==> src/pkg/sar_readout_pkg.sv <==
// ----------------------------------------------------------------------------
// Shared constants for the converter sequencing and serial readout.
// ----------------------------------------------------------------------------
package sar_readout_pkg;

    // Width of the conversion result.
    localparam int RESULT_W = 12;

    // Bit positions of the result ends and of the first resent bit.
    localparam logic [3:0] RESULT_MSB_IDX = 4'hB;
    localparam logic [3:0] RESULT_LSB_IDX = 4'h0;
    localparam logic [3:0] REVERSE_FIRST_IDX = 4'h1;

    // Straight binary codes of interest.
    localparam logic [11:0] CODE_ZERO = 12'h000;
    localparam logic [11:0] CODE_MIDSCALE = 12'h800;
    localparam logic [11:0] CODE_FULL = 12'hFFF;

    // Falling data clock edge, counted from chip select low, that ends sampling.
    localparam logic [1:0] NULL_EDGE = 2'h2;
    localparam logic [1:0] EDGE_ONE = 2'h1;

    // Sample window in data clock periods, tenths.
    localparam int SAMPLE_MIN_TENTHS = 15;
    localparam int SAMPLE_MAX_TENTHS = 20;

    // Value driven during the null bit.
    localparam logic NULL_LEVEL = 1'b0;

    // Depth of the pin synchroniser.
    localparam int SYNC_DEPTH = 3;

    // Sequencer states.
    typedef enum logic [2:0] {
        st_shutdown,
        st_sample,
        st_convert,
        st_reverse,
        st_tail,
        st_finished
    } seq_state_t;

endpackage

==> src/logic/pin_sync.sv <==
`timescale 1ns/100ps
`default_nettype none

// ----------------------------------------------------------------------------
// Three-stage pin synchroniser with agreement filter and edge pulses.
// ----------------------------------------------------------------------------
module pin_sync
    import sar_readout_pkg::*;
#(
    parameter logic RESET_LEVEL = 1'b1
) (
    // Clock, reset and enable.
    input wire logic clk,
    input wire logic resetn,
    input wire logic clk_en,
    // Asynchronous pin.
    input wire logic pin,
    // Filtered level and one-cycle edge pulses.
    output logic level,
    output logic fall,
    output logic rise
);

    logic [SYNC_DEPTH-1:0] stage;
    logic agree;
    logic next_level;

    // Stages two and three must agree before the level moves.
    assign agree = (stage[1] == stage[2]);
    assign next_level = agree ? stage[2] : level;

    // Shift chain; the first stage feeds only the second.
    always_ff @(posedge clk or negedge resetn) begin
        if (!resetn) begin
            stage <= {SYNC_DEPTH{RESET_LEVEL}};
        end else if (clk_en) begin
            stage <= {stage[SYNC_DEPTH-2:0], pin};
        end
    end

    // Filtered level and edge pulses.
    always_ff @(posedge clk or negedge resetn) begin
        if (!resetn) begin
            level <= RESET_LEVEL;
            fall <= 1'b0;
            rise <= 1'b0;
        end else if (clk_en) begin
            level <= next_level;
            fall <= level & ~next_level;
            rise <= ~level & next_level;
        end
    end

endmodule

`default_nettype wire

==> src/logic/sar_adc_serial_readout.sv <==
`timescale 1ns/100ps
`default_nettype none

// Operation
// - Chip select falling starts conversion and transfer.
// - Sample input for first 1.5-2 clocks.
// - Second falling edge: enable output, null low.
// - Next twelve periods shift result, MSB first.
// - After LSB, resend result LSB first.
// - After MSB repeated, output goes high impedance.
// - Later clocks change nothing while selected.
// - New conversion needs chip select high then low.
// - Output bits change on data clock falling edge.
// - Result is unsigned straight binary code.
// - Bits belong to current conversion, no latency.
// - Chip select high means full shutdown.
// - Raising chip select aborts at any bit.
// - Analog section powers down after conversion ends.

module sar_adc_serial_readout
    import sar_readout_pkg::*;
(
    // System clock, reset and enable.
    input wire logic clk,
    input wire logic resetn,
    input wire logic clk_en,
    // Serial link pins.
    input wire logic select_n_shutdown,
    input wire logic conversion_shift_clk,
    output logic data_out,
    output logic data_out_en,
    // Analog section control.
    input wire logic comparator_above,
    output logic [RESULT_W-1:0] dac_trial,
    output logic sample_hold,
    output logic analog_active,
    // Sequencer status.
    output logic digital_active
);

    // ------------------------------------------------------------------------
    // Pin synchronisers
    // ------------------------------------------------------------------------

    logic sel_level;
    logic sel_fall;
    logic dclk_fall;

    // Chip select, idle high so that a low pin at reset release still counts as a fall.
    pin_sync #(
        .RESET_LEVEL(1'b1)
    ) u_sel_sync (
        .clk(clk),
        .resetn(resetn),
        .clk_en(clk_en),
        .pin(select_n_shutdown),
        .level(sel_level),
        .fall(sel_fall),
        .rise()
    );

    // Data clock from the host.
    pin_sync #(
        .RESET_LEVEL(1'b0)
    ) u_dclk_sync (
        .clk(clk),
        .resetn(resetn),
        .clk_en(clk_en),
        .pin(conversion_shift_clk),
        .level(),
        .fall(dclk_fall),
        .rise()
    );

    // ------------------------------------------------------------------------
    // Sequencer state
    // ------------------------------------------------------------------------

    seq_state_t state;
    seq_state_t next_state;
    logic [1:0] edge_count;
    logic [3:0] bit_idx;
    logic [RESULT_W-1:0] result;
    logic [RESULT_W-1:0] trial_bit;
    logic [RESULT_W-1:0] lower_bit;
    logic [RESULT_W-1:0] next_result;
    logic [RESULT_W-1:0] next_trial;
    logic decision;
    logic reverse_bit;
    logic at_null_edge;
    logic at_lsb;
    logic at_msb;
    logic step;

    // Decode helpers for the current bit position.
    assign trial_bit = RESULT_W'(1) << bit_idx;
    assign lower_bit = trial_bit >> 1;
    assign at_null_edge = (edge_count == (NULL_EDGE - EDGE_ONE));
    assign at_lsb = (bit_idx == RESULT_LSB_IDX);
    assign at_msb = (bit_idx == RESULT_MSB_IDX);
    assign step = dclk_fall & ~sel_level;

    // Decision emitted live
    // The bit decided at this edge is the bit sent at this edge.
    assign decision = comparator_above;
    assign reverse_bit = result[bit_idx];

    // Straight binary weighting
    // Keep or drop the trial bit, then try the next lower one.
    assign next_result = decision ? (result | trial_bit) : result;
    assign next_trial = (decision ? dac_trial : (dac_trial & ~trial_bit)) | lower_bit;

    // State transitions.
    always_comb begin
        next_state = state;
        case (state)
            st_shutdown: begin
                if (sel_fall) begin
                    next_state = st_sample;
                end
            end
            st_sample: begin
                if (step && at_null_edge) begin
                    next_state = st_convert;
                end
            end
            st_convert: begin
                if (step && at_lsb) begin
                    next_state = st_reverse;
                end
            end
            st_reverse: begin
                if (step && at_msb) begin
                    next_state = st_tail;
                end
            end
            st_tail: begin
                if (step) begin
                    next_state = st_finished;
                end
            end
            default: begin
                next_state = state;
            end
        endcase
        if (sel_level) begin
            next_state = st_shutdown;
        end
    end

    // ------------------------------------------------------------------------
    // Registers
    // ------------------------------------------------------------------------

    // State register.
    always_ff @(posedge clk or negedge resetn) begin
        if (!resetn) begin
            state <= st_shutdown;
        end else if (clk_en) begin
            state <= next_state;
        end
    end

    // Sample window count
    // Counts falling edges from select low up to the null edge.
    always_ff @(posedge clk or negedge resetn) begin
        if (!resetn) begin
            edge_count <= 2'h0;
        end else if (clk_en) begin
            if (state != st_sample) begin
                edge_count <= 2'h0;
            end else if (step) begin
                edge_count <= edge_count + EDGE_ONE;
            end
        end
    end

    // Bit index walk
    // Down from the top during conversion, up again for the reversed copy.
    always_ff @(posedge clk or negedge resetn) begin
        if (!resetn) begin
            bit_idx <= RESULT_MSB_IDX;
        end else if (clk_en) begin
            if (state == st_shutdown) begin
                bit_idx <= RESULT_MSB_IDX;
            end else if (step && state == st_convert) begin
                bit_idx <= at_lsb ? REVERSE_FIRST_IDX : bit_idx - 4'h1;
            end else if (step && state == st_reverse && !at_msb) begin
                bit_idx <= bit_idx + 4'h1;
            end
        end
    end

    // Successive approximation register and trial code.
    always_ff @(posedge clk or negedge resetn) begin
        if (!resetn) begin
            result <= CODE_ZERO;
            dac_trial <= CODE_ZERO;
        end else if (clk_en) begin
            if (state == st_shutdown && sel_fall) begin
                result <= CODE_ZERO;
                dac_trial <= CODE_MIDSCALE;
            end else if (step && state == st_convert) begin
                result <= next_result;
                dac_trial <= next_trial;
            end
        end
    end

    // ------------------------------------------------------------------------
    // Serial output
    // ------------------------------------------------------------------------

    // Output data and its enable change on data clock falls, and clear when chip select goes high.
    always_ff @(posedge clk or negedge resetn) begin
        if (!resetn) begin
            data_out <= NULL_LEVEL;
            data_out_en <= 1'b0;
        end else if (clk_en) begin
            if (sel_level) begin
                data_out_en <= 1'b0;
                data_out <= NULL_LEVEL;
            end else if (step) begin
                case (state)
                    st_sample: begin
                        if (at_null_edge) begin
                            data_out_en <= 1'b1;
                            data_out <= NULL_LEVEL;
                        end
                    end
                    st_convert: begin
                        data_out <= decision;
                    end
                    st_reverse: begin
                        data_out <= reverse_bit;
                    end
                    st_tail: begin
                        data_out_en <= 1'b0;
                        data_out <= NULL_LEVEL;
                    end
                    default: begin
                        data_out_en <= data_out_en;
                    end
                endcase
            end
        end
    end

    // ------------------------------------------------------------------------
    // Power and sampling status
    // ------------------------------------------------------------------------

    // Analog idle after conversion
    // Analog side runs from select low until the last decision.
    always_ff @(posedge clk or negedge resetn) begin
        if (!resetn) begin
            sample_hold <= 1'b0;
            analog_active <= 1'b0;
            digital_active <= 1'b0;
        end else if (clk_en) begin
            sample_hold <= (next_state == st_sample);
            analog_active <= (next_state == st_sample) || (next_state == st_convert);
            digital_active <= (next_state != st_shutdown);
        end
    end

endmodule

`default_nettype wire

==> config.mk <==
export PLATFORM = sky130hd
export DESIGN_NAME = sar_adc_serial_readout
export DESIGN_NICKNAME = d
export VERILOG_FILES = /design/src/pkg/sar_readout_pkg.sv /design/src/logic/pin_sync.sv /design/src/logic/sar_adc_serial_readout.sv
export SDC_FILE = /design/constraint.sdc
export NUM_CORES = 1
export LEC_CHECK = 0
export BUFFER_PORTS_ARGS = -buffer_cell sky130_fd_sc_hd__buf_4
export CAP_MARGIN = 40
export CORE_MARGIN = 2
export CORE_UTILIZATION = 45
export CTS_BUF_LIST = sky130_fd_sc_hd__clkbuf_8
export CTS_CLUSTER_SIZE = 28
export DETAILED_ROUTE_END_ITERATION = 6
export PLACE_DENSITY = 0.64
export SLEW_MARGIN = 15
export SYNTH_ARGS = -nofsm -noshare
export SYNTH_HDL_FRONTEND = slang
export SYNTH_SLANG_ARGS = --single-unit
export TNS_END_PERCENT = 10
==> constraint.sdc <==
create_clock -name clk -period 2.3 [get_ports clk]
set_input_delay 0 -clock clk [delete_from_list [all_inputs] [get_ports clk]]
set_output_delay 0 -clock clk [all_outputs]
set_load 0.1 [all_outputs]
==> reports/metrics.yaml, run 1 <==
global_routing:
  track_usage: 0.191
  grt_max_degree: 49
  grt_antenna_before_repair: 0
  grt_pass1_vias: 1873
  overflow: 0
  grt_pass1_wl_mm: 9.47
power_and_ir_drop:
  p_leak_nw: 1.32
  power_density_nw_per_um2: 1000
  pwr-share-seq: 0.396
  ir_worst_vdd_uv: 459
  p_sw_frac: 0.415
  pwr-share-comb: 0.399
  pwr-share-clk: 0.205
  power.switching_mw: 1.22
  internal_power_mw: 1.72
layout:
  final_area_um2: 2930
  drive_above_1_share: 0.208
  nFillCells: 488
  diodes: 0
  area_delta_synth_final_pct: 14.9
  final_cells: 355
  nets: 296
  final_util: 0.535
detailed_routing:
  drt_iter0_drc: 223
  ant_nets: 0
  wl_per_cell_um: 15.5
  first_pass_iters: 4
  vias: 2048
  wl_mm: 5.51
  viasPerCell: 5.77
  drc: 0
floorplanning:
  fp.dieArea_um2: 6280
  initial_core_util: 0.465
  die_x_um: 79.2
  num_rows: 27
  die_h_um: 79.2
  core_area_um2: 5470
  ioPinCount: 23
clocking:
  postCtsResizedCells: 0
  clockBufferDepth: 2
  worstSkewPairLatency_ns: 0.30
  ctsHtreeMaxLevel: 2
  root_buffer: "clkbuf_8"
  cts_tree: "yes"
  cts.sinks: 48
  cts_buffers: 5
  cts.clk_slew.worst_paths_ns: 0.09
flow_run:
  maxCapViolations: 0
synth:
  synth.area.top_cells: "dfrtp_1 (40%), dfstp_2 (7.2%), o21ai_0 (5.5%)"
  ys_warn_count: 0
  synth_common_cells: "dfrtp_1 (41), o21ai_0 (28), nand2_1 (25)"
  syn_nets: 273
  ys_seq_area_frac: 0.475
  syn_avg_cell_area_um2: 9.83
  synth_ff_type: "dfrtp_1"
  synth_top_area_cell: "dfrtp_1"
  synth_cells: 259
  syn-cell-area_um2: 2550
  synth_edf_count: 0
  yosysUniqueCellTypes: 51
  ys_ff_latch: 48
  synthArstFlopShare: 1.00
  synth.most_common_cell: "dfrtp_1"
  synth_top_area_frac: 0.403
placed_design:
  place_congestion: 0.789
  dpl.hpwl_mm: 3.85
  dp.cells: 344
  io_buffers: 22
  place_area_um2: 2790
timing:
  setup_tns_ns: 0
  tightest_slew_ns: 0.603
  setup_viol: 0
  hold_viol_final: 0
  max_slew_margin: 0.598
  whs_ns: 0.0518
  finalCriticalPeriod_ns: 2.04
  fin_skew_ns: 0.00645
  min_period_over_period: 0.885
  fmax_ghz: 0.491
  final_max_slew_viol_count: 0
  rsz0062_at_grt: "false"
worst_setup_path:
  cp_max_fo: 8
  cp_data_arrival_time_ns: 2.22
  end_kind: "flop"
  worstSetupStartpointType: "flop"
  critPathRequiredTime_ns: 2.49
  critical_path_class: "reg2reg"
outcome:
  status: "finished clean"
worst_hold_path:
  hold_path.class: "in2reg"
==> layer usage <==
layer	up-vias	track usage	wire length [um]
met1	999	0.281	2720
met5	-	0	0
met3	6	0.0330	232
met2	46	0.288	2500
li1	997	-	-
met4	0	0.0603	61
==> critical path, stage by stage, from the launching register on <==
cell and delay, ns:
dfstp_2 0.63, mux4_1 0.56, mux2_2 0.27, and3_4 0.18
a311oi_2 0.19, o21ai_1 0.10
==> through the flow <==
step | total power [mW] | worst slack (ns)
global placement | 2.32 | 0.314
floorplan | 2.05 | 0.325
finish | 2.93 | 0.265
global route | 3.13 | 0.149
detailed placement | 2.34 | 0.267
CTS | 2.95 | 0.256
==> worst paths after layout <==
kind | cells after the start | endpoint | slack [ns] | start
setup / recovery | 5 | data_out$_DFFE_PN0P_ | 0.26 | bit_idx[0]$_DFFE_PN1P_
hold / removal | 3 | u_sel_sync.stage[1]$_DFFE_PN1P_ | 0.05 | clk_en
setup reg to reg | 5 | data_out$_DFFE_PN0P_ | 0.26 | bit_idx[0]$_DFFE_PN1P_
hold reg to reg | 2 | u_sel_sync.stage[1]$_DFFE_PN1P_ | 0.49 | u_sel_sync.stage[0]$_DFFE_PN1P_
max in group asynchronous | 2 | u_dclk_sync.fall$_DFFE_PN0P_ | 1.65 | resetn
min in group asynchronous | 2 | edge_count[0]$_DFFE_PN0P_ | 0.25 | resetn
==> power groups by stage <==
stage | logic (mW) | clock network (mW) | registers, mW
2_1_floorplan | 0.688 | 0 | 1.36
3_3_place_gp | 1.15 | 0 | 1.17
3_5_place_dp | 1.16 | 0 | 1.18
4_1_cts | 1.17 | 0.619 | 1.16
5_1_grt | 1.29 | 0.653 | 1.19
6_report | 1.17 | 0.602 | 1.16
==> placed cells by master (no fill, tap or decap), drive strengths merged, types with 6 or more instances in the layout <==
cell    Yosys  routed
dfrtp      41      41
buf         6      31
o21ai      29      29
nand2      26      26
nor2       22      22
a31oi      17      17
inv        15      16
o211ai     10      10
ha          8       8
mux2        7       7
dfstp       7       7
a21oi       6       6
==> repair_timing <==
item | in CTS | in global routing
hold endpoints to repair | 43 | 0
setup buffers | 0 | 0
hold buffers | 3 | 0
==> layout make-up <==
class / count / area [um2] / area share
multi-input cells: 178 / 1200 / 0.410
clock buffers: 5 / 68.8 / 0.0235
flip-flops and latches: 48 / 1210 / 0.413
clock inverters: 3 / 38.8 / 0.0133
well taps: 72 / 90.1 / 0.0308
repair buffers: 34 / 263 / 0.0898
inverters: 15 / 56.3 / 0.0192
==> flip-flops by register name, summed over array words and instances, names as in the netlist <==
register           count
edge_count             2
state                  3
sample_hold            1
data_out               1
digital_active         1
u_dclk_sync.fall       1
u_sel_sync.stage       3
u_dclk_sync.stage      3
u_sel_sync.fall        1
bit_idx                4
result                12
data_out_en            1
u_dclk_sync.level      1
u_sel_sync.level       1
dac_trial             12
analog_active          1
==> cells by family (layout without fill, tap and decap cells) <==
group,Yosys count,count (layout),synth area share
compound gates,88,88,0.236
fa+ha+maj,8,8,0.0393
buf+inv,33,57,0.0536
flops,48,48,0.475
mux,10,10,0.0619
simple gates,72,72,0.134
Power figures use the tool's default switching activity.
==> inputs of run 2 (changes only) <==
--- a/config.mk
+++ b/config.mk
@@ -14,2 +14,3 @@
 export DETAILED_ROUTE_END_ITERATION = 6
+export MAX_ROUTING_LAYER = met4
 export PLACE_DENSITY = 0.64
==> constraint.sdc (replaced) <==
create_clock -name clk -period 2.3 [get_ports clk]
set_input_delay 0.23 -clock clk [delete_from_list [all_inputs] [get_ports clk]]
set_output_delay 0.23 -clock clk [all_outputs]
set_load 0.1 [all_outputs]
==> run 2 against run 1 <==
Against the previous run: global-route usage grew 0.82 points; routed wire length grew 1.7%; total power grew 1.2%; first-iteration DRC count shrank 9.9%; clock power grew 7.1%; critical path type unchanged; largest cell class unchanged.
==> reports/metrics.yaml, run 2 (synthesis gave the netlist of run 1 again) <==
placed_design:
  dpl.hpwl_mm: 3.93
  place_ws_ns: 0.262
  place_congestion: 0.802
  place_area_um2: 2800
  io_buffers: 22
clocking:
  cts_tree: "yes"
  ctsHtreeMaxLevel: 2
  worstSkewPairLatency_ns: 0.30
  cts.sinks: 48
  cts.clk_slew.worst_paths_ns: 0.09
  clockBufferDepth: 2
  root_buffer: "clkbuf_8"
  postCtsResizedCells: 0
  cts_buffers: 5
flow_run:
  maxCapViolations: 0
power_and_ir_drop:
  pwr-share-clk: 0.217
  ir_worst_vdd_uv: 461
  p_sw_frac: 0.411
  internal_power_mw: 1.75
  pwr-share-comb: 0.391
  p_leak_nw: 1.32
  power.switching_mw: 1.22
  power_density_nw_per_um2: 1010
  pwr-share-seq: 0.392
timing:
  min_period_over_period: 0.892
  finalCriticalPeriod_ns: 2.05
  setup_tns_ns: 0
  rsz0062_at_grt: "false"
  fmax_ghz: 0.488
  setup_viol: 0
  fin_skew_ns: 0.00687
  max_slew_margin: 0.599
  fin_ws_ns: 0.249
  final_max_slew_viol_count: 0
  tightest_slew_ns: 0.602
  hold_viol_final: 0
floorplanning:
  fp.dieArea_um2: 6280
  ioPinCount: 23
  num_rows: 27
  core_area_um2: 5470
  die_h_um: 79.2
  initial_core_util: 0.465
  die_x_um: 79.2
global_routing:
  grt_pass1_vias: 1937
  grt_antenna_before_repair: 0
  overflow: 0
  track_usage: 0.200
  grt_max_degree: 49
  grt_pass1_wl_mm: 9.56
detailed_routing:
  viasPerCell: 5.81
  vias: 2058
  wl_mm: 5.61
  first_pass_iters: 4
  drt_iter0_drc: 201
  ant_nets: 0
  wl_per_cell_um: 15.8
  drc: 0
layout:
  area_delta_synth_final_pct: 15.0
  nets: 295
  final_cell_mix: "dfrtp_1 (41), buf_4 (32), o21ai_0 (28), nand2_1 (25), nor2_1 (22)"
  biggestRegsByFlops: "dac_trial: 12 flops, result: 12 flops, bit_idx: 4 flops"
  drive_above_1_share: 0.216
  diodes: 0
  final_area_um2: 2930
  final_common_cell: "dfrtp_1"
worst_setup_path:
  cp_max_fo: 8
  critPathRequiredTime_ns: 2.48
  critPathBufInv: 0
  worstPathCellList: "mux4_1, mux2_2, and3_4, a311oi_2, o21ai_1"
  cp_slowest_cell: "dfstp_2"
  critical_path_class: "reg2reg"
  path_delay_family: "multiplexers"
  cp_slowest_stage_delay_ns: 0.63
  ff2ff_path_depth: 5
  cp_data_arrival_time_ns: 2.23
  end_kind: "flop"
  cp.depth: 5
  worstSetupStartpointType: "flop"
worst_hold_path:
  hold_path.class: "in2reg"
  hold_depth: 2
outcome:
  status: "finished clean"
-- run 2: cell types whose count changed in the layout (fill, tap and decap cells not counted) --
cell,previous run,this run
buf_4,31,32
clkinv_4,0,1
clkinv_2,1,0
dlygate4sd3_1,3,1
clkbuf_8,5,6
inv_1,16,15
-- run 2: per-stage QoR --
step	util	power [mW]	hold slack [ns]	cells
after floorplan	-	2.05	-0.0656	259
after global placement	0.511	2.32	0.286	345
after detailed placement	0.511	2.34	0.284	345
after CTS	0.535	2.99	0.146	354
after global routing	0.535	3.16	0.148	354
final	0.535	2.97	0.151	354
-- run 2: cell type report --
cell class              instances  area, um2
clock buffers                   6       82.6
clock inverters                 2       38.8
fillers                       506       2540
inverters                      15       56.3
multi-input cells             178       1200
flip-flops and latches         48       1210
well taps                      72       90.1
repair buffers                 33        250
-- run 2: per-layer routing --
metal	up-vias	wire, um	track usage
li1	992	-	-
met1	1004	2690	0.284
met2	55	2550	0.283
met3	7	275	0.0409
met4	0	85	0.0724
met5	-	0	-
-- run 2: power groups by stage --
stage | Combinational [mW] | Sequential (mW) | Clock [mW]
final | 1.16 | 1.16 | 0.645
after global routing | 1.27 | 1.19 | 0.699
after CTS | 1.16 | 1.16 | 0.665
after detailed placement | 1.16 | 1.18 | 0
after global placement | 1.15 | 1.17 | 0
after floorplan | 0.688 | 1.36 | 0
-- run 2: path summary, 6_finish.rpt --
check / end / slack [ns] / from
worst max-delay path: data_out$_DFFE_PN0P_ / 0.25 / bit_idx[0]$_DFFE_PN1P_
worst min-delay path: u_sel_sync.stage[0]$_DFFE_PN1P_ / 0.15 / select_n_shutdown
worst max register to register: data_out$_DFFE_PN0P_ / 0.25 / bit_idx[0]$_DFFE_PN1P_
worst min register to register: edge_count[1]$_DFFE_PN0P_ / 0.50 / edge_count[1]$_DFFE_PN0P_
max in group asynchronous: state[2]$_DFFE_PN0P_ / 1.42 / resetn
min in group asynchronous: edge_count[0]$_DFFE_PN0P_ / 0.46 / resetn
-- run 2: timing repair --
item                      in CTS  in global routing
hold buffers                   1                  0
hold endpoints to repair      41                  0
setup buffers                  0                  0
==> inputs of run 3 (changes only) <==
- SYNTH_HIERARCHICAL: default -> 1
==> run 3 against run 2 <==
Against the previous run: critical endpoint is now bit_idx[3]$_DFFE_PN1P_; cell count grew 2.5%; design area grew 0.98%; total power shrank 5.1%; area after synthesis grew 4.8%; sequential cell count is the same; critical path type unchanged.
==> reports/metrics.yaml, run 3 <==
layout:
  area_delta_synth_final_pct: 10.8
  final_cell_mix: "dfrtp_1 (41), nand2_1 (29), buf_4 (29), nor2_1 (20), o21ai_0 (19)"
  nets: 301
  diodes: 0
  drive_above_1_share: 0.233
  final_common_cell: "dfrtp_1"
  biggestRegsByFlops: "dac_trial: 12 flops, result: 12 flops, bit_idx: 4 flops"
  final_util: 0.508
worst_setup_path:
  critPathRequiredTime_ns: 2.55
  critical_path_class: "reg2reg"
  end_kind: "flop"
  worstSetupStartpointType: "flop"
  cp_max_fo: 11
  cp_data_arrival_time_ns: 2.36
power_and_ir_drop:
  ir_worst_vdd_uv: 541
  p_leak_nw: 1.32
  power_density_nw_per_um2: 953
detailed_routing:
  ant_nets: 0
  drc: 0
  first_pass_iters: 4
  viasPerCell: 5.71
  wl_mm: 5.94
  drt_iter0_drc: 106
  vias: 2071
  wl_per_cell_um: 16.4
clocking:
  ctsHtreeMaxLevel: 2
  worstSkewPairLatency_ns: 0.30
  cts_tree: "yes"
  cts.clk_slew.worst_paths_ns: 0.09
  root_buffer: "clkbuf_8"
  postCtsResizedCells: 0
  cts_buffers: 5
  cts.sinks: 48
  clockBufferDepth: 2
floorplanning:
  core_area_um2: 5820
  initial_core_util: 0.459
  ioPinCount: 23
  die_x_um: 81.0
  fp.dieArea_um2: 6560
  num_rows: 28
  die_h_um: 81.0
flow_run:
  maxCapViolations: 0
timing:
  final_max_slew_viol_count: 0
  setup_tns_ns: 0
  setup_viol: 0
  fin_skew_ns: 0.00827
  min_period_over_period: 0.920
  finalCriticalPeriod_ns: 2.12
  max_slew_margin: 0.593
  rsz0062_at_grt: "false"
  tightest_slew_ns: 0.611
  hold_viol_final: 0
  fmax_ghz: 0.473
placed_design:
  dpl.hpwl_mm: 4.04
  io_buffers: 22
  place_congestion: 0.867
synth:
  syn_nets: 283
  ys_warn_count: 6
  syn-cell-area_um2: 2670
  synth_cells: 269
  syn_avg_cell_area_um2: 9.92
global_routing:
  grt_antenna_before_repair: 0
  track_usage: 0.211
  overflow: 0
  grt_pass1_wl_mm: 10.4
  grt_max_degree: 49
  grt_pass1_vias: 2055
worst_hold_path:
  hold_path.class: "in2reg"
outcome:
  status: "finished clean"
==> run 3: final timing paths <==
path	from	endpoint	slack, ns	cells after the start
worst max-delay path	bit_idx[0]$_DFFE_PN1P_	bit_idx[3]$_DFFE_PN1P_	0.18	6
worst min-delay path	select_n_shutdown	u_sel_sync/stage[0]$_DFFE_PN1P_	0.16	2
worst max register to register	bit_idx[0]$_DFFE_PN1P_	bit_idx[3]$_DFFE_PN1P_	0.18	6
worst min register to register	edge_count[1]$_DFFE_PN0P_	edge_count[1]$_DFFE_PN0P_	0.49	2
max in group asynchronous	resetn	dac_trial[7]$_DFFE_PN0P_	1.41	2
min in group asynchronous	resetn	dac_trial[5]$_DFFE_PN0P_	0.48	2
==> run 3: power breakdown <==
group	total [mW]	leakage, nW	internal (mW)	switching, mW
registers	1.20	0.623	1.00	0.199
logic	1.14	0.645	0.377	0.758
clock network	0.484	0.0505	0.205	0.279
total	2.82	1.32	1.58	1.24
==> run 3: metrics by stage <==
stage | hold WS (ns) | setup slack [ns] | power, mW | area [um2] | cells
6_report | 0.155 | 0.184 | 2.82 | 2960 | 363
5_1_grt | 0.141 | 0.0240 | 3.01 | 2960 | 363
4_1_cts | 0.148 | 0.205 | 2.83 | 2960 | 363
3_5_place_dp | 0.282 | 0.236 | 2.34 | 2870 | 354
3_3_place_gp | 0.280 | 0.314 | 2.32 | 2870 | 354
2_1_floorplan | -0.0656 | 0.211 | 2.06 | 2670 | 269
==> run 3: worst max-delay path: stages, from the launching register on <==
cell	delay, ns
dfstp_2	0.68
inv_1	0.14
ha_1	0.33
or3_1	0.38
a32o_1	0.22
a22oi_1	0.15
o32a_1	0.16
==> run 3: final cells by class <==
type / count / area, um2
flip-flops and latches: 48 / 1210
multi-input cells: 184 / 1280
well taps: 75 / 93.8
fillers: 555 / 2860
clock buffers: 5 / 68.8
clock inverters: 3 / 12.5
inverters: 18 / 67.6
repair buffers: 30 / 228
==> run 3: repair_timing <==
action / 4_1_cts / 5_1_grt
hold buffers: 1 / 0
hold endpoints to repair: 41 / 0
setup buffers: 0 / 0
==> run 3: layer usage <==
layer	track usage	vias to the layer above	part of all wire
li1	-	1006	-
met1	0.280	1003	0.47
met2	0.332	52	0.47
met3	0.0367	10	0.044
met4	0.0627	0	0.017
met5	-	-	0
